**config.mk**
```make
export PLATFORM = sky130hd
export DESIGN_NAME = ppo_host_flat
export DESIGN_NICKNAME = d
export VERILOG_FILES = /design/src/design/ppo_pkg.sv /design/src/design/ppo_if.sv /design/src/design/ppo_timer.sv /design/src/design/ppo_host.sv /design/src/flat_wrapper.sv
export SDC_FILE = /design/constraint.sdc
export NUM_CORES = 1
export LEC_CHECK = 0
export BUFFER_PORTS_ARGS = -buffer_cell sky130_fd_sc_hd__buf_2
export CAP_MARGIN = 20
export CELL_PAD_IN_SITES_DETAIL_PLACEMENT = 0
export CELL_PAD_IN_SITES_GLOBAL_PLACEMENT = 1
export CORE_UTILIZATION = 39
export CTS_BUF_LIST = sky130_fd_sc_hd__clkbuf_16
export DETAILED_ROUTE_END_ITERATION = 8
export GPL_TIMING_DRIVEN = 0
export PLACE_DENSITY_LB_ADDON = 0.1
export SYNTH_ARGS = -nofsm -noshare
export SYNTH_HDL_FRONTEND = slang
export SYNTH_SLANG_ARGS = --single-unit
```
**constraint.sdc**
```tcl
create_clock -name clk_in -period 2.55 [get_ports clk_in]
set_clock_uncertainty 0.2 [all_clocks]
set_input_delay 0.3825 -clock clk_in [delete_from_list [all_inputs] [get_ports clk_in]]
set_output_delay 0.3825 -clock clk_in [all_outputs]
set_load 0.01 [all_outputs]
```
**src/design/ppo_pkg.sv**
```systemverilog
package ppo_pkg;
  // pin, group and trigger channel counts
  localparam int PPO_PINS = 16;
  localparam int PPO_GROUPS = 4;
  localparam int PPO_CHANS = 4;
  localparam int PPO_GRP_BITS = 4;
  // register indices of the pattern unit on its own register port
  localparam logic [2:0] PPO_IDX_OE = 3'h0;
  localparam logic [2:0] PPO_IDX_STAGED = 3'h1;
  localparam logic [2:0] PPO_IDX_ODR = 3'h2;
  localparam logic [2:0] PPO_IDX_TSEL = 3'h3;
  localparam logic [2:0] PPO_IDX_MODE = 3'h4;
  // values after reset
  localparam logic [15:0] PPO_RST_OE = 16'h0000;
  localparam logic [15:0] PPO_RST_STAGED = 16'h0000;
  localparam logic [15:0] PPO_RST_ODR = 16'h0000;
  localparam logic [7:0] PPO_RST_TSEL = 8'h00;
  localparam logic [7:0] PPO_RST_MODE = 8'hF0;
  // output mode layout: direct selects in [7:4], non-overlap in [3:0]
  localparam int PPO_MODE_DIRECT_LSB = 4;
  localparam int PPO_MODE_NOV_LSB = 0;
  // controller apb offsets
  localparam logic [7:0] PPO_APB_CTRL = 8'h00;
  localparam logic [7:0] PPO_APB_CYCLE = 8'h04;
  localparam logic [7:0] PPO_APB_MARGIN = 8'h08;
  localparam logic [7:0] PPO_APB_PATTERN = 8'h0C;
  localparam logic [7:0] PPO_APB_STATUS = 8'h10;
  // controller ctrl bits
  localparam int PPO_CTRL_RUN = 0;
  localparam int PPO_CTRL_NOV = 1;
  localparam int PPO_CTRL_AWAKE = 2;
  localparam int PPO_CTRL_CAPT = 3;
  // controller reset values
  localparam logic [3:0] PPO_RST_CTRL = 4'h0;
  localparam logic [15:0] PPO_RST_CYCLE = 16'h00FF;
  localparam logic [15:0] PPO_RST_MARGIN = 16'h0010;
  localparam logic [7:0] PPO_RST_PATTERN = 8'h00;
  // configuration the controller writes into the pattern unit
  localparam logic [15:0] PPO_CFG_OE = 16'hFF00;
  localparam logic [7:0] PPO_CFG_TSEL = 8'h00;
  localparam logic [7:0] PPO_CFG_MODE_NORMAL = 8'hF0;
  localparam logic [7:0] PPO_CFG_MODE_NOV = 8'hFC;
  // controller sequence, gray coded along the usual path
  typedef enum logic [2:0] {
    PPO_ST_IDLE = 3'b000,
    PPO_ST_W_OE = 3'b001,
    PPO_ST_W_SEL = 3'b011,
    PPO_ST_W_MODE = 3'b010,
    PPO_ST_W_DATA = 3'b110,
    PPO_ST_RUN = 3'b111,
    PPO_ST_REFILL = 3'b101
  } ppo_state_t;
endpackage

```
**src/design/ppo_if.sv**
```systemverilog
`timescale 1ns/10ps
interface ppo_if;
  import ppo_pkg::*;
  logic reg_req; // access request, held until reg_ack
  logic reg_wr; // 1 write, 0 read
  logic [2:0] reg_addr; // register index
  logic [15:0] reg_wdata; // write data
  logic reg_ack; // one-cycle answer
  logic [15:0] reg_rdata; // read data, valid with reg_ack
  logic mstop; // module stop request, high halts the unit
  logic [PPO_CHANS-1:0] cmp_a; // compare match a pulses per channel
  logic [PPO_CHANS-1:0] cmp_b; // compare match b pulses per channel
  logic [PPO_CHANS-1:0] cap_a; // input capture a pulses per channel
  logic [PPO_CHANS-1:0] a_capture; // compare a register works as capture
  modport dev (
    input reg_req, reg_wr, reg_addr, reg_wdata, mstop, cmp_a, cmp_b, cap_a, a_capture,
    output reg_ack, reg_rdata
  );
  modport host (
    output reg_req, reg_wr, reg_addr, reg_wdata, mstop, cmp_a, cmp_b, cap_a, a_capture,
    input reg_ack, reg_rdata
  );
endinterface

```
**src/design/ppo_timer.sv**
```systemverilog
`timescale 1ns/10ps
module ppo_timer
  import ppo_pkg::*;
(
  input wire logic clk_in,
  input wire logic rst_n_in,
  input wire logic run_in,
  input wire logic [15:0] cycle_in,
  input wire logic [15:0] margin_in,
  output logic cmp_a_out,
  output logic cmp_b_out
);
  logic [15:0] cnt_q; // free counter of the trigger channel
  logic [15:0] cnt_d;
  logic cmp_a_q; // registered match pulses
  logic cmp_a_d;
  logic cmp_b_q;
  logic cmp_b_d;

  // cycle sits in compare b, margin in compare a, clear on match b
  always_comb begin
    cnt_d = 16'h0000;
    cmp_a_d = 1'b0;
    cmp_b_d = 1'b0;
    if (run_in) begin
      cmp_a_d = (cnt_q == margin_in);
      cmp_b_d = (cnt_q == cycle_in);
      // clearing on match b makes b the period end, a the margin after it
      cnt_d = (cnt_q == cycle_in) ? 16'h0000 : 16'(cnt_q + 16'h0001);
    end
  end

  // registers only
  always_ff @(posedge clk_in) begin
    if (!rst_n_in) begin
      cnt_q <= 16'h0000;
      cmp_a_q <= 1'b0;
      cmp_b_q <= 1'b0;
    end else begin
      cnt_q <= cnt_d;
      cmp_a_q <= cmp_a_d;
      cmp_b_q <= cmp_b_d;
    end
  end

  assign cmp_a_out = cmp_a_q;
  assign cmp_b_out = cmp_b_q;
endmodule

```
**src/design/ppo_host.sv**
```systemverilog
// The register offsets and the APB interface to the registers were chosen for this implementation.
`timescale 1ns/10ps
module ppo_host
  import ppo_pkg::*;
(
  input wire logic clk_in,
  input wire logic rst_n_in,
  input wire logic psel_in,
  input wire logic penable_in,
  input wire logic pwrite_in,
  input wire logic [7:0] paddr_in,
  input wire logic [31:0] pwdata_in,
  output logic [31:0] prdata_out,
  output logic pready_out,
  output logic pslverr_out,
  input wire logic cap_event_in,
  ppo_if.host link
);
  ppo_state_t st_q; // configuration and refill sequence
  ppo_state_t st_d;
  logic [3:0] ctrl_q; // run, nov, awake, capture mode
  logic [3:0] ctrl_d;
  logic [15:0] cycle_q; // period for compare b
  logic [15:0] cycle_d;
  logic [15:0] margin_q; // non-overlap margin for compare a
  logic [15:0] margin_d;
  logic [7:0] pat_q; // next pattern from software
  logic [7:0] pat_d;
  logic pend_q; // pattern waiting to be sent
  logic pend_d;
  logic [7:0] refills_q; // count of refills sent
  logic [7:0] refills_d;
  logic [31:0] rdata_q; // apb read data, loaded in setup
  logic [31:0] rdata_d;
  logic [1:0] cap_sync_q; // capture pin synchroniser
  logic cap_prev_q; // last synchronised capture level
  logic running; // timer allowed to count
  logic cmp_a;
  logic cmp_b;
  logic apb_wr;
  logic apb_hit;

  assign running = (st_q == PPO_ST_RUN) || (st_q == PPO_ST_REFILL);

  ppo_timer u_timer (
    .clk_in(clk_in),
    .rst_n_in(rst_n_in),
    .run_in(running),
    .cycle_in(cycle_q),
    .margin_in(margin_q),
    .cmp_a_out(cmp_a),
    .cmp_b_out(cmp_b)
  );

  // apb decode; every access finishes in its first access cycle
  assign apb_hit = (paddr_in == PPO_APB_CTRL) || (paddr_in == PPO_APB_CYCLE) ||
                   (paddr_in == PPO_APB_MARGIN) || (paddr_in == PPO_APB_PATTERN) ||
                   (paddr_in == PPO_APB_STATUS);
  assign apb_wr = psel_in && penable_in && pwrite_in && apb_hit;
  assign pready_out = 1'b1;
  assign pslverr_out = psel_in && penable_in && !apb_hit;
  assign prdata_out = rdata_q;

  // controller trigger channel 0 only; the rest stay quiet
  assign link.cmp_a = {3'b000, cmp_a};
  assign link.cmp_b = {3'b000, cmp_b};
  assign link.cap_a = {3'b000, cap_sync_q[1] && !cap_prev_q};
  assign link.a_capture = {3'b000, ctrl_q[PPO_CTRL_CAPT]};
  assign link.mstop = !ctrl_q[PPO_CTRL_AWAKE];

  // register port requests follow the sequence state
  always_comb begin
    link.reg_req = 1'b1;
    link.reg_wr = 1'b1;
    link.reg_addr = PPO_IDX_OE;
    link.reg_wdata = PPO_CFG_OE;
    case (st_q)
      PPO_ST_W_OE: begin
      end
      PPO_ST_W_SEL: begin
        link.reg_addr = PPO_IDX_TSEL;
        link.reg_wdata = {8'h00, PPO_CFG_TSEL};
      end
      PPO_ST_W_MODE: begin
        link.reg_addr = PPO_IDX_MODE;
        link.reg_wdata = {8'h00, ctrl_q[PPO_CTRL_NOV] ? PPO_CFG_MODE_NOV
                                                      : PPO_CFG_MODE_NORMAL};
      end
      PPO_ST_W_DATA, PPO_ST_REFILL: begin
        link.reg_addr = PPO_IDX_STAGED;
        link.reg_wdata = {pat_q, 8'h00};
      end
      default: begin
        link.reg_req = 1'b0;
        link.reg_wr = 1'b0;
      end
    endcase
  end

  // sequence and software registers
  always_comb begin
    st_d = st_q;
    ctrl_d = ctrl_q;
    cycle_d = cycle_q;
    margin_d = margin_q;
    pat_d = pat_q;
    pend_d = pend_q;
    refills_d = refills_q;
    rdata_d = rdata_q;
    case (st_q)
      PPO_ST_IDLE: begin
        if (ctrl_q[PPO_CTRL_RUN]) begin
          st_d = PPO_ST_W_OE;
        end
      end
      PPO_ST_W_OE: begin
        if (link.reg_ack) begin
          st_d = PPO_ST_W_SEL;
        end
      end
      PPO_ST_W_SEL: begin
        if (link.reg_ack) begin
          st_d = PPO_ST_W_MODE;
        end
      end
      PPO_ST_W_MODE: begin
        if (link.reg_ack) begin
          st_d = PPO_ST_W_DATA;
        end
      end
      PPO_ST_W_DATA: begin
        if (link.reg_ack) begin
          st_d = PPO_ST_RUN;
          pend_d = 1'b0;
        end
      end
      PPO_ST_RUN: begin
        if (!ctrl_q[PPO_CTRL_RUN]) begin
          st_d = PPO_ST_IDLE;
        end else if (cmp_a && pend_q) begin
          // refill on a compare a while a pattern is pending, well before the next match b
          st_d = PPO_ST_REFILL;
        end
      end
      PPO_ST_REFILL: begin
        // this refill path stands in for a transfer engine woken by compare a
        if (link.reg_ack) begin
          st_d = PPO_ST_RUN;
          pend_d = 1'b0;
          refills_d = 8'(refills_q + 8'h01);
        end
      end
      default: st_d = PPO_ST_IDLE;
    endcase
    if (apb_wr) begin
      case (paddr_in)
        PPO_APB_CTRL: ctrl_d = pwdata_in[3:0];
        PPO_APB_CYCLE: cycle_d = pwdata_in[15:0];
        PPO_APB_MARGIN: margin_d = pwdata_in[15:0];
        PPO_APB_PATTERN: begin
          pat_d = pwdata_in[7:0];
          pend_d = 1'b1; // a new pattern wins over the clear
        end
        default: begin
        end
      endcase
    end
    if (psel_in && !penable_in && !pwrite_in) begin
      case (paddr_in)
        PPO_APB_CTRL: rdata_d = {28'h0000000, ctrl_q};
        PPO_APB_CYCLE: rdata_d = {16'h0000, cycle_q};
        PPO_APB_MARGIN: rdata_d = {16'h0000, margin_q};
        PPO_APB_PATTERN: rdata_d = {24'h000000, pat_q};
        PPO_APB_STATUS: rdata_d = {16'h0000, refills_q, 5'h00, st_q == PPO_ST_IDLE,
                                   pend_q, running};
        default: rdata_d = 32'h00000000;
      endcase
    end
  end

  // registers only
  always_ff @(posedge clk_in) begin
    if (!rst_n_in) begin
      st_q <= PPO_ST_IDLE;
      ctrl_q <= PPO_RST_CTRL;
      cycle_q <= PPO_RST_CYCLE;
      margin_q <= PPO_RST_MARGIN;
      pat_q <= PPO_RST_PATTERN;
      pend_q <= 1'b0;
      refills_q <= 8'h00;
      rdata_q <= 32'h00000000;
      cap_sync_q <= 2'b00;
      cap_prev_q <= 1'b0;
    end else begin
      st_q <= st_d;
      ctrl_q <= ctrl_d;
      cycle_q <= cycle_d;
      margin_q <= margin_d;
      pat_q <= pat_d;
      pend_q <= pend_d;
      refills_q <= refills_d;
      rdata_q <= rdata_d;
      cap_sync_q <= {cap_sync_q[0], cap_event_in};
      cap_prev_q <= cap_sync_q[1];
    end
  end
endmodule

```
**src/flat_wrapper.sv**
```systemverilog
// flat-port wrapper written by rule: the top's interface ports become plain ports
module ppo_host_flat import ppo_pkg::*;
  (clk_in, rst_n_in, psel_in, penable_in, pwrite_in, paddr_in, pwdata_in, prdata_out, pready_out, pslverr_out, cap_event_in, link_reg_req, link_reg_wr, link_reg_addr, link_reg_wdata, link_mstop, link_cmp_a, link_cmp_b, link_cap_a, link_a_capture, link_reg_ack, link_reg_rdata);
  ppo_if link_i ();
  input wire logic clk_in;
  input wire logic rst_n_in;
  input wire logic psel_in;
  input wire logic penable_in;
  input wire logic pwrite_in;
  input wire logic [7:0] paddr_in;
  input wire logic [31:0] pwdata_in;
  output logic [31:0] prdata_out;
  output logic pready_out;
  output logic pslverr_out;
  input wire logic cap_event_in;
  output wire logic [$bits(link_i.reg_req)-1:0] link_reg_req;
  output wire logic [$bits(link_i.reg_wr)-1:0] link_reg_wr;
  output wire logic [$bits(link_i.reg_addr)-1:0] link_reg_addr;
  output wire logic [$bits(link_i.reg_wdata)-1:0] link_reg_wdata;
  output wire logic [$bits(link_i.mstop)-1:0] link_mstop;
  output wire logic [$bits(link_i.cmp_a)-1:0] link_cmp_a;
  output wire logic [$bits(link_i.cmp_b)-1:0] link_cmp_b;
  output wire logic [$bits(link_i.cap_a)-1:0] link_cap_a;
  output wire logic [$bits(link_i.a_capture)-1:0] link_a_capture;
  input wire logic [$bits(link_i.reg_ack)-1:0] link_reg_ack;
  input wire logic [$bits(link_i.reg_rdata)-1:0] link_reg_rdata;
  assign link_reg_req = link_i.reg_req;
  assign link_reg_wr = link_i.reg_wr;
  assign link_reg_addr = link_i.reg_addr;
  assign link_reg_wdata = link_i.reg_wdata;
  assign link_mstop = link_i.mstop;
  assign link_cmp_a = link_i.cmp_a;
  assign link_cmp_b = link_i.cmp_b;
  assign link_cap_a = link_i.cap_a;
  assign link_a_capture = link_i.a_capture;
  assign link_i.reg_ack = link_reg_ack;
  assign link_i.reg_rdata = link_reg_rdata;
  ppo_host u_core (.clk_in(clk_in), .rst_n_in(rst_n_in), .psel_in(psel_in), .penable_in(penable_in), .pwrite_in(pwrite_in), .paddr_in(paddr_in), .pwdata_in(pwdata_in), .prdata_out(prdata_out), .pready_out(pready_out), .pslverr_out(pslverr_out), .cap_event_in(cap_event_in), .link(link_i));
endmodule
```
==> summary.md, run 1 <==
| Metric | Value |
|---|---|
| Period utilisation layout | 92.4% |
| Cells after DPL | 852 |
| CP Launch Point | u_core.st_q[1] |
| Comb power frac | 7.1% |
| CTS tree | done |
| Vias in the first global route | 3964 |
| H-Tree Depth | 3 |
| Die Width | 115 um |
| Synth Instances | 581 |
| Finish-stage setup viols | 0 |
| CP peak stage delay | 320 ps |
| Worst vdd ir | 317 uV |
| Clock network power share | 43.3% |
| GRT overflow | 0 |
| Reg2Reg Setup Slack | 290 ps |
| Most common cell after layout, fill and taps aside | dfxtp_1 |
| Synth top area cells | dfxtp_1 37%, mux2i_1 7.0%, buf_4 6.6% |
| Leak Pwr | 2.68 nW |
| CTS Sinks | 93 |
| Max Slew Vio Count | 0 |
| Reg power frac | 49.6% |
| Slew headroom | 50.4% |
| Clock Latency Late Sink | 340 ps |
| Die ar. | 13300 um2 |
| First DRT Iteration DRCs | 214 |
| Worst hold path class | primary input to register |
| Primary FF master, synth | dfxtp_1 |
| Maximum root-to-sink buffer count | 2 |
| Final HPWL DP | 10.5 mm |
| Register area share after synthesis | 37.2% |
| Total Wirelength | 13.7 mm |
| Worst Path Arrival | 1770 ps |
| Layout Cells excl Fill | 866 |
| Clk root buf | clkbuf_16 |
| Leading area contributor after synthesis | dfxtp_1 |
| NetSw | 0.000665 W |
| HP Start | cap_event_in |
| RSZ-0062 raised after global routing | false |
| Post-synth top area share | 37.2% |
| Post-layout util | 47.4% |
| Synth Cell Area | 5000 um2 |
| DRC Markers | 0 |
| Clk slew on worst S/H paths | 60 ps |
| Chip Height | 115 um |
| Number of diodes | 0 |
| Post-layout net count | 756 |
| Initial core utilization | 39.8% |
| GPL Wtd Cong | 0.860 |
| Fin. Hold Viols | 0 |
| Post-synth EDFFs | 0 |
| Total CTS buffers | 9 |
| Worst hold slack | 71.5 ps |
| Max cap viols | 0 |
| Number of nets still failing antenna checks after routing | 0 |
| Aggregate global-route resource usage | 21.7% |
| Initial antenna violation count | 0 |
| Via count | 4285 |
| FF-to-FF path depth | 6 |
| CP Class | register to output port |
| Worst r2r src | u_core.u_timer.cnt_q[4] |
| Outcome | complete, no violations |
| IO Pins | 135 |
| Int Pwr | 0.00228 W |
| Global-route wire length before repair | 21.5 mm |
| Count of cell types in the netlist | 58 |
| WL/cell | 15.8 um |
| Setup TNS Final | 0 ps |
| Total iterations of the first detailed-routing run | 4 |
| Critical path's slowest cell | clkbuf_2 |
| Number of setup buffers added after CTS | 0 |
| # rows | 41 |
| Port buffer count | 70 |
| Post-synth ARST share | 0% |
| CP max FO | 10 |
| Yosys reg bits | 93 |
| Cell Pwr Density | 494 nW/um2 |
| Pwr Total | 0.00294 W |
| Measured slew at the worst slew-check pin | 738 ps |
| Share of layout cells above drive strength 1 | 23.2% |
| CP startpoint kind | register |
| Crit. End Element | output port |
| CP endpoint | link_reg_wr |
| CP cell instances | clkbuf_1 > clkbuf_2 > nor2_1 > a21oi_1 > buf_4 > buf_2 |
| Core Area | 12600 um2 |
| Max Freq | 424 MHz |
| Switching share of total power | 22.6% |
| Synth Warn # | 0 |
| Mapped Avg Cell Area | 8.61 um2 |
| Worst reg2reg path endpoint | u_core.u_timer.cnt_q[10] |
| Time the worst path needs with I/O delays and setup | 2360 ps |
| Worst EP required | 1970 ps |
| Largest net degree at the start of global routing | 14 |
| Vias/cell | 4.95 |
| Commonest cells after routing, fill and taps aside | 93 x dfxtp_1, 77 x buf_2, 76 x nand2_1 |
| Area Growth Syn to Fin | 19.0% |
## worst min path at each step
| stage | endpoint | cells past startpoint |
|---|---|---|
| 6_report | u_core.cap_sync_q[0] | 2 |
| 2_1_floorplan | u_core.cap_sync_q[1] | 1 |
| 4_1_cts | u_core.cap_sync_q[0] | 2 |
| 3_3_place_gp | u_core.cap_sync_q[1] | 1 |
| 5_1_grt | u_core.cap_sync_q[0] | 2 |
| 3_5_place_dp | u_core.cap_sync_q[1] | 1 |
## cells in the mapped netlist, types with 3 or more instances
| cell type | instances |
|---|---|
| nor4_1 | 7 |
| buf_4 | 44 |
| dfxtp_1 | 93 |
| nor2_1 | 24 |
| o21ai_0 | 33 |
| o211ai_1 | 9 |
| nor3_1 | 18 |
| and3_1 | 4 |
| a221oi_1 | 3 |
| nand4_1 | 13 |
| a22oi_1 | 8 |
| and2_1 | 5 |
| nand2b_1 | 3 |
| o21a_1 | 3 |
| a22o_1 | 15 |
| nor2b_1 | 7 |
| inv_1 | 18 |
| xnor2_1 | 28 |
| nand4b_1 | 3 |
| nand3_1 | 11 |
| a211oi_1 | 4 |
| buf_2 | 7 |
| nand2_1 | 76 |
| xor2_1 | 22 |
| a21oi_1 | 18 |
| clkbuf_1 | 26 |
| mux2i_1 | 35 |
| mux2_2 | 8 |
## state kept, by name, summed over array words and instances, names as in the netlist
name / count
u_core.cap_prev_q: 1
u_core.u_timer.cmp_b_out: 1
u_core.margin_q: 16
u_core.pend_q: 1
u_core.pat_q: 8
u_core.u_timer.cnt_q: 16
u_core.cap_sync_q: 2
u_core.refills_q: 8
u_core.u_timer.cmp_a_out: 1
u_core.ctrl_q: 4
u_core.prdata_out: 16
u_core.st_q: 3
u_core.cycle_q: 16
## layout make-up
| cell class | count | area, um2 |
|---|---|---|
| clock inverter | 5 | 46.3 |
| inverter | 19 | 71.3 |
| sequential | 93 | 1860 |
| clock buffer | 9 | 225 |
| tap | 172 | 215 |
| timing repair buffer | 70 | 350 |
| fill | 1258 | 6610 |
| multi-input combinational | 417 | 2690 |
| buffer | 81 | 499 |
## critical path, delay by kind of cell, from the launching register on
| kind | cells | cell delay (ps) |
|---|---|---|
| compound gates | 1 | 170 |
| buf+inv | 4 | 870 |
| simple gates | 1 | 90 |
| flops | 1 | 300 |
## kinds of logic (layout without fill, tap and decap cells)
kind of cell | Yosys count | count (layout) | share of synthesized area [%]
xor gates and xnor gates | 50 | 50 | 8.75
muxes | 44 | 44 | 9.25
AOI/OAI and AO/OA | 99 | 99 | 12.8
adders and majority gates | 2 | 2 | 0.500
DFF | 93 | 93 | 37.2
other | 2 | 31 | 0.150
buffers and inverters | 100 | 184 | 11.3
and+or+nand+nor | 191 | 191 | 20.0
## metrics by stage
stage                     setup WS, ps  instance area, um2
after floorplan                    507                5110
final                              193                5960
after global routing              32.8                5960
after detailed placement           168                5680
after CTS                         42.4                5950
after global placement             170                5680
## power groups by stage
stage / clock network (W) / registers, W / logic (W)
detailed placement: 0 / 0.00149 / 0.000205
CTS: 0.00132 / 0.00146 / 0.000206
floorplan: 0 / 0.00149 / 0.000134
global route: 0.00137 / 0.00146 / 0.000230
finish: 0.00127 / 0.00146 / 0.000208
global placement: 0 / 0.00149 / 0.000204
## metal layers
metal | track usage [%] | part of all wire [%] | vias to the layer above
li1 | - | - | 2157
met1 | 29.0 | 48 | 2015
met2 | 35.3 | 46 | 101
met3 | 4.53 | 4.4 | 12
met4 | 5.97 | 1.6 | 0
met5 | 0 | 0 | -
## repair_timing
item,4_1_cts,5_1_grt
resized for setup,0,7
setup endpoints to repair,0,12
hold buffers,0,0
No activity file was read; power rests on OpenSTA's default activity.
==> run 2, diff against run 1 <==
CELL_PAD_IN_SITES_DETAIL_PLACEMENT = unset   (was 0)
CELL_PAD_IN_SITES_GLOBAL_PLACEMENT = unset   (was 1)
CORE_UTILIZATION = 53   (was 39)
PLACE_DENSITY = 0.8   (was unset)
PLACE_DENSITY_LB_ADDON = unset   (was 0.1)
==> run 2 against run 1 <==
  * Via count grew 5.5%
  * Register-to-register slack gained 30 ps
  * Count of clock-buffer cells in the layout is the same
  * Critical path type unchanged
==> summary.md, run 2 (same netlist as run 1, synthesis figures left out) <==
| Metric | Value |
|---|---|
| Outcome | complete, no violations (unchanged) |
| Area Growth Syn to Fin | 17.9% (was 19.0%) |
| Port buffer count | 70 (unchanged) |
| Number of nets still failing antenna checks after routing | 0 (unchanged) |
| CP cell instances | clkbuf_1 > clkbuf_1 > nor2_1 > a21oi_1 > buf_4 > buf_2 (was clkbuf_1 > clkbuf_2 > nor2_1 > a21oi_1 > buf_4 > buf_2) |
| Comb power frac | 6.8% (was 7.1%) |
| CP max FO | 10 (unchanged) |
| GPL Wtd Cong | 0.929 (was 0.860) |
| First DRT Iteration DRCs | 216 (was 214) |
| Crit. End Element | output port (unchanged) |
| Worst EP required | 1970 ps (about the same) |
| # rows | 35 (was 41) |
| Worst vdd ir | 351 uV (was 317 uV) |
| Core Area | 9200 um2 (was 12600 um2) |
| Worst Path Arrival | 1820 ps (was 1770 ps) |
| Crit path top cell by count | clkbuf_1 |
| Period utilisation layout | 94.1% (was 92.4%) |
| Total Wirelength | 13.0 mm (was 13.7 mm) |
| Total CTS buffers | 9 (unchanged) |
| Fin. Hold Viols | 0 (unchanged) |
| Switching share of total power | 23.6% (was 22.6%) |
| CP Class | register to output port (unchanged) |
| Reg power frac | 48.4% (was 49.6%) |
| Number of setup buffers added after CTS | 0 (unchanged) |
| Number of diodes | 0 (unchanged) |
| Vias in the first global route | 4112 (was 3964) |
| Finish-stage setup viols | 0 (unchanged) |
| Max Slew Vio Count | 0 (unchanged) |
| Clk root buf | clkbuf_16 (unchanged) |
| Chip Height | 99.2 um (was 115 um) |
| Cell Pwr Density | 511 nW/um2 (was 494 nW/um2) |
| Final HPWL DP | 9.93 mm (was 10.5 mm) |
| Area after DPL | 5600 um2 (was 5680 um2) |
| Fill count | 794 (was 1258) |
| Initial core utilization | 54.4% (was 39.8%) |
| Worst hold path class | primary input to register (unchanged) |
| Slew headroom | 51.9% (was 50.4%) |
| CTS Sinks | 93 (unchanged) |
| Measured slew at the worst slew-check pin | 715 ps (was 738 ps) |
| Clock network power share | 44.8% (was 43.3%) |
| Largest net degree at the start of global routing | 17 (was 14) |
| Final Cell Area | 5900 um2 (was 5960 um2) |
| Setup TNS Final | 0 ps (unchanged) |
| Die Width | 99.2 um (was 115 um) |
| RSZ-0062 raised after global routing | false (unchanged) |
| CTS tree | done (unchanged) |
| GRT overflow | 0 (unchanged) |
| WL/cell | 16.1 um (was 15.8 um) |
| Int Pwr | 0.00230 W (was 0.00228 W) |
| Total iterations of the first detailed-routing run | 4 (unchanged) |
| Post-layout net count | 756 (unchanged) |
| CP peak stage delay | 340 ps (was 320 ps) |
| Max Freq | 417 MHz (was 424 MHz) |
| Max cap viols | 0 (unchanged) |
| Pwr Total | 0.00302 W (was 0.00294 W) |
| Vias/cell | 5.60 (was 4.95) |
| DRC Markers | 0 (unchanged) |
| IO Pins | 135 (unchanged) |
| Die ar. | 9840 um2 (was 13300 um2) |
| Post-CTS Hold Buffers | 0 (unchanged) |
| Global-route wire length before repair | 20.7 mm (was 21.5 mm) |
| Maximum root-to-sink buffer count | 2 (unchanged) |
| Clock Latency Late Sink | 350 ps (was 340 ps) |
| NetSw | 0.000713 W (was 0.000665 W) |
| Commonest cells after routing, fill and taps aside | 93 x dfxtp_1, 77 x buf_2, 76 x nand2_1 (unchanged) |
| H-Tree Depth | 3 (unchanged) |
| Share of layout cells above drive strength 1 | 23.4% (was 23.2%) |
| Clk slew on worst S/H paths | 70 ps (was 60 ps) |
| CP startpoint kind | register (unchanged) |
| Leak Pwr | 2.68 nW (about the same) |
| Aggregate global-route resource usage | 26.9% (was 21.7%) |
| Time the worst path needs with I/O delays and setup | 2400 ps (was 2360 ps) |
| Via count | 4519 (was 4285) |
| Most common cell after layout, fill and taps aside | dfxtp_1 (unchanged) |
| Initial antenna violation count | 0 (unchanged) |
| Critical path's slowest cell | clkbuf_1 (was clkbuf_2) |
[run 2: worst paths after layout]
| path | startpoint | to | slack, ps | cells past startpoint |
|---|---|---|---|---|
| setup reg to reg | u_core.u_timer.cnt_q[4] | u_core.u_timer.cnt_q[5] | 320 | 6 |
| hold / removal | cap_event_in | u_core.cap_sync_q[0] | 50 | 2 |
| hold reg to reg | u_core.cap_sync_q[0] | u_core.cap_sync_q[1] | 250 | 1 |
| setup / recovery | u_core.st_q[0] | link_reg_wr | 150 | 6 |
[run 2: repair_timing]
| item | CTS | global route |
|---|---|---|
| hold endpoints to repair | 0 | 0 |
| setup endpoints to repair | 0 | 7 |
| gates resized for setup | 0 | 4 |
[run 2: final cells by class]
cell class / count / area (um2) / share of cell area, %
Sequential cell: 93 / 1860 / 31.5
Clock inverter: 7 / 72.6 / 1.23
Clock buffer: 9 / 225 / 3.82
Tap cell: 111 / 139 / 2.35
Buffer: 81 / 498 / 8.44
Timing Repair Buffer: 70 / 350 / 5.93
Multi-Input combinational cell: 417 / 2690 / 45.5
Inverter: 19 / 71.3 / 1.21
[run 2: metrics by stage]
stage,utilization (%),setup WS (ps),hold slack (ps),cells
detailed placement,60.9,228,243,791
floorplan,-,507,212,610
global route,64.2,0.111,56.7,807
global placement,60.9,231,222,791
finish,64.2,150,46.3,807
CTS,64.2,90.6,42.5,807
[run 2: power by group through the flow]
stage / clock network (W) / registers, W / logic [W]
finish: 0.00135 / 0.00146 / 0.000206
global placement: 0 / 0.00149 / 0.000196
CTS: 0.00137 / 0.00146 / 0.000201
floorplan: 0 / 0.00149 / 0.000134
global route: 0.00143 / 0.00146 / 0.000225
detailed placement: 0 / 0.00149 / 0.000200
[run 2: routing by layer]
layer / wire, um / share of wire (%) / GRT usage [%] / up-vias
li1: - / - / - / 2162
met4: 367 / 2.8 / 11.5 / 0
met3: 837 / 6.5 / 4.78 / 33
met5: 0 / 0 / 0 / -
met1: 5620 / 43 / 34.7 / 2128
met2: 6140 / 47 / 44.5 / 196
[run 2: critical path, delay by kind of cell, from the launching register on]
kind / cells / cell delay [ps]
buffers and inverters: 4 / 880
AND/OR/NAND/NOR: 1 / 120
flip-flops: 1 / 310
AO/OA/AOI/OAI: 1 / 160
==> run 3, diff against run 2 <==
ABC_AREA = 1   (was unset)
GPL_TIMING_DRIVEN = unset   (was 0)
==> run 3 against run 2 <==
  * Synthesized area increased by 1.6%
  * Sequential share of layout area increased by 1.8 points
  * Wire length decreased by 0.56%
  * Critical path type unchanged
  * Critical endpoint is now link_reg_wdata[13]
  * Highest routed layer unchanged
==> summary.md, run 3 <==
| Metric | Value |
|---|---|
| Clk root buf | clkbuf_16 (unchanged) |
| Max cap viols | 0 (unchanged) |
| Leak Pwr | 2.54 nW (was 2.68 nW) |
| Via count | 4858 (was 4519) |
| Aggregate global-route resource usage | 27.0% (was 26.9%) |
| Port buffer count | 71 (was 70) |
| Period utilisation layout | 92.9% (was 94.1%) |
| Die Width | 100 um (was 99.2 um) |
| Final HPWL DP | 9.34 mm (was 9.93 mm) |
| Total Wirelength | 12.9 mm (was 13.0 mm) |
| CTS Sinks | 93 (unchanged) |
| DRC Markers | 0 (unchanged) |
| Register area share after synthesis | 36.6% (was 37.2%) |
| RSZ-0062 raised after global routing | false (unchanged) |
| Most frequent cell after synthesis | nand2_1 (was dfxtp_1) |
| Worst vdd ir | 475 uV (was 351 uV) |
| CP max FO | 8 (was 10) |
| Number of diodes | 0 (unchanged) |
| Post-synth top area share | 36.6% (was 37.2%) |
| Crit path buffers/inverters | 3 (was 4) |
| # rows | 35 (unchanged) |
| Measured slew at the worst slew-check pin | 589 ps (was 715 ps) |
| Post-CTS Hold Buffers | 0 (unchanged) |
| Worst hold path class | primary input to register (unchanged) |
| CP startpoint kind | register (unchanged) |
| Outcome | complete, no violations (unchanged) |
| Vias in the first global route | 4383 (was 4112) |
| Critical path's slowest cell | dfxtp_1 (was clkbuf_1) |
| Post-synth ARST share | 0% (unchanged) |
| CP peak stage delay | 430 ps (was 340 ps) |
| IO Pins | 135 (unchanged) |
| Worst Path Arrival | 1790 ps (was 1820 ps) |
| Total iterations of the first detailed-routing run | 7 (was 4) |
| Max Slew Vio Count | 0 (unchanged) |
| Number of nets still failing antenna checks after routing | 0 (unchanged) |
| Commonest cells after routing, fill and taps aside | 172 x nand2_1, 104 x nor2_1, 93 x dfxtp_1 (was 93 x dfxtp_1, 77 x buf_2, 76 x nand2_1) |
| Most common cell after layout, fill and taps aside | nand2_1 (was dfxtp_1) |
| Crit. End Element | output port (unchanged) |
| Setup WS pre-CTS | 329 ps (was 228 ps) |
| GPL Wtd Cong | 0.931 (was 0.929) |
| Time the worst path needs with I/O delays and setup | 2370 ps (was 2400 ps) |
| Synth Warn # | 0 (unchanged) |
| Share of layout cells above drive strength 1 | 15.0% (was 23.4%) |
| CTS tree | done (unchanged) |
| GRT overflow | 0 (unchanged) |
| Synth top area cells | dfxtp_1 37%, nand2_1 13%, nor2_1 7.7% (was dfxtp_1 37%, mux2i_1 7.0%, buf_4 6.6%) |
| Finish-stage setup viols | 0 (unchanged) |
| Synth Cell Area | 5090 um2 (was 5000 um2) |
| Slew headroom | 60.7% (was 51.9%) |
| Primary FF master, synth | dfxtp_1 (unchanged) |
| Setup TNS Final | 0 ps (unchanged) |
| Max Freq | 422 MHz (was 417 MHz) |
| Setup ws final | 181 ps (was 150 ps) |
| Synth Instances | 734 (was 581) |
| Initial core utilization | 54.8% (was 54.4%) |
| Clock Latency Late Sink | 340 ps (was 350 ps) |
| Yosys reg bits | 93 (unchanged) |
| Initial antenna violation count | 0 (unchanged) |
| Maximum root-to-sink buffer count | 2 (unchanged) |
| Fin. Hold Viols | 0 (unchanged) |
| CP cell instances | inv_1 > nand2_1 > nand3_1 > buf_4 > o21ai_0 > buf_2 (was clkbuf_1 > clkbuf_1 > nor2_1 > a21oi_1 > buf_4 > buf_2) |
| Core Area | 9280 um2 (was 9200 um2) |
| Worst EP required | 1970 ps (about the same) |
| First DRT Iteration DRCs | 320 (was 216) |
| Vias/cell | 5.29 (was 5.60) |
| Total CTS buffers | 9 (unchanged) |
| CP Class | register to output port (unchanged) |
| Leading area contributor after synthesis | dfxtp_1 (unchanged) |
| Post-layout net count | 849 (was 756) |
| WL/cell | 14.0 um (was 16.1 um) |
| Post-synth EDFFs | 0 (unchanged) |
| Count of cell types in the netlist | 35 (was 58) |
| Chip Height | 100 um (was 99.2 um) |
| Most common library cells after synthesis | 172 x nand2_1, 104 x nor2_1, 93 x dfxtp_1 (was 93 x dfxtp_1, 76 x nand2_1, 44 x buf_4) |
| Delay-heaviest family, CP | buffers and inverters (unchanged) |
| Cell Pwr Density | 581 nW/um2 (was 511 nW/um2) |
| H-Tree Depth | 3 (unchanged) |
| Mapped Avg Cell Area | 6.93 um2 (was 8.61 um2) |
| Die ar. | 9990 um2 (was 9840 um2) |
| Clk slew on worst S/H paths | 60 ps (was 70 ps) |
| Global-route wire length before repair | 21.0 mm (was 20.7 mm) |
| Largest net degree at the start of global routing | 40 (was 17) |
| Area Growth Syn to Fin | 9.91% (was 17.9%) |
==> run 3: path summary, 6_finish.rpt <==
check / startpoint / end / slack (ps) / cells after the start
setup reg to reg: u_core.u_timer.cnt_q[12] / u_core.u_timer.cnt_q[9] / 590 / 9
hold reg to reg: u_core.cap_sync_q[0] / u_core.cap_sync_q[1] / 230 / 2
setup / recovery: u_core.st_q[1] / link_reg_wdata[13] / 180 / 6
hold / removal: cap_event_in / u_core.cap_sync_q[0] / 30 / 3
==> run 3: kinds of logic after synthesis <==
group,count (synthesis),synth area share (%)
compound gates,76,8.04
fa+ha+maj,2,0.492
xor+xnor,40,6.89
simple gates,381,33.3
buf+inv,140,14.5
flops,93,36.6
other cells,2,0.148
==> run 3: final cells by class <==
type / instances / area, um2
Sequential cell: 93 / 1860
Clock buffer: 9 / 225
Fill cell: 900 / 3690
Multi-Input combinational cell: 530 / 2610
Clock inverter: 7 / 43.8
Timing Repair Buffer: 81 / 430
Tap cell: 129 / 161
Inverter: 69 / 262
==> run 3: repair_timing <==
item	4_1_cts	5_1_grt
gates resized for setup	0	2
setup endpoints to repair	0	8
buffers inserted	0	0
==> run 3: through the flow <==
stage	instance area, um2	hold slack [ps]	std cells	util (%)	power (W)
after floorplan	5190	190	763	-	0.00193
after CTS	5580	22.5	918	60.1	0.00325
after detailed placement	5310	219	902	57.2	0.00205
after global placement	5310	199	902	57.2	0.00204
after global routing	5590	23.2	918	60.2	0.00338
final	5590	26.6	918	60.2	0.00325
==> run 3: per-layer routing <==
| layer | vias to the layer above | global-route usage [%] | share of wire (%) | routed length (um) |
|---|---|---|---|---|
| li1 | 2361 | - | - | - |
| met1 | 2240 | 35.4 | 43 | 5590 |
| met2 | 219 | 43.0 | 47 | 6060 |
| met3 | 38 | 5.43 | 6.7 | 865 |
| met4 | 0 | 12.2 | 3.0 | 385 |
| met5 | - | 0 | 0 | 0 |
==> run 3: power breakdown <==
part | leakage, nW | total (W) | switching [W] | internal [W]
Clock | 0.125 | 0.00122 | 0.000563 | 0.000653
Sequential | 0.751 | 0.00151 | 0.0000350 | 0.00147
Combinational | 1.66 | 0.000521 | 0.000343 | 0.000179
==> run 3: worst register-to-register path, cell delays in order, from the launching register on <==
cell     delay [ps]
dfxtp_1         400
inv_1            90
nand2_1          60
nand2_1          50
a21oi_1         130
nand2_1         110
nor2_1          130
nand2_1         100
nand2_1         450
nor2_1          110
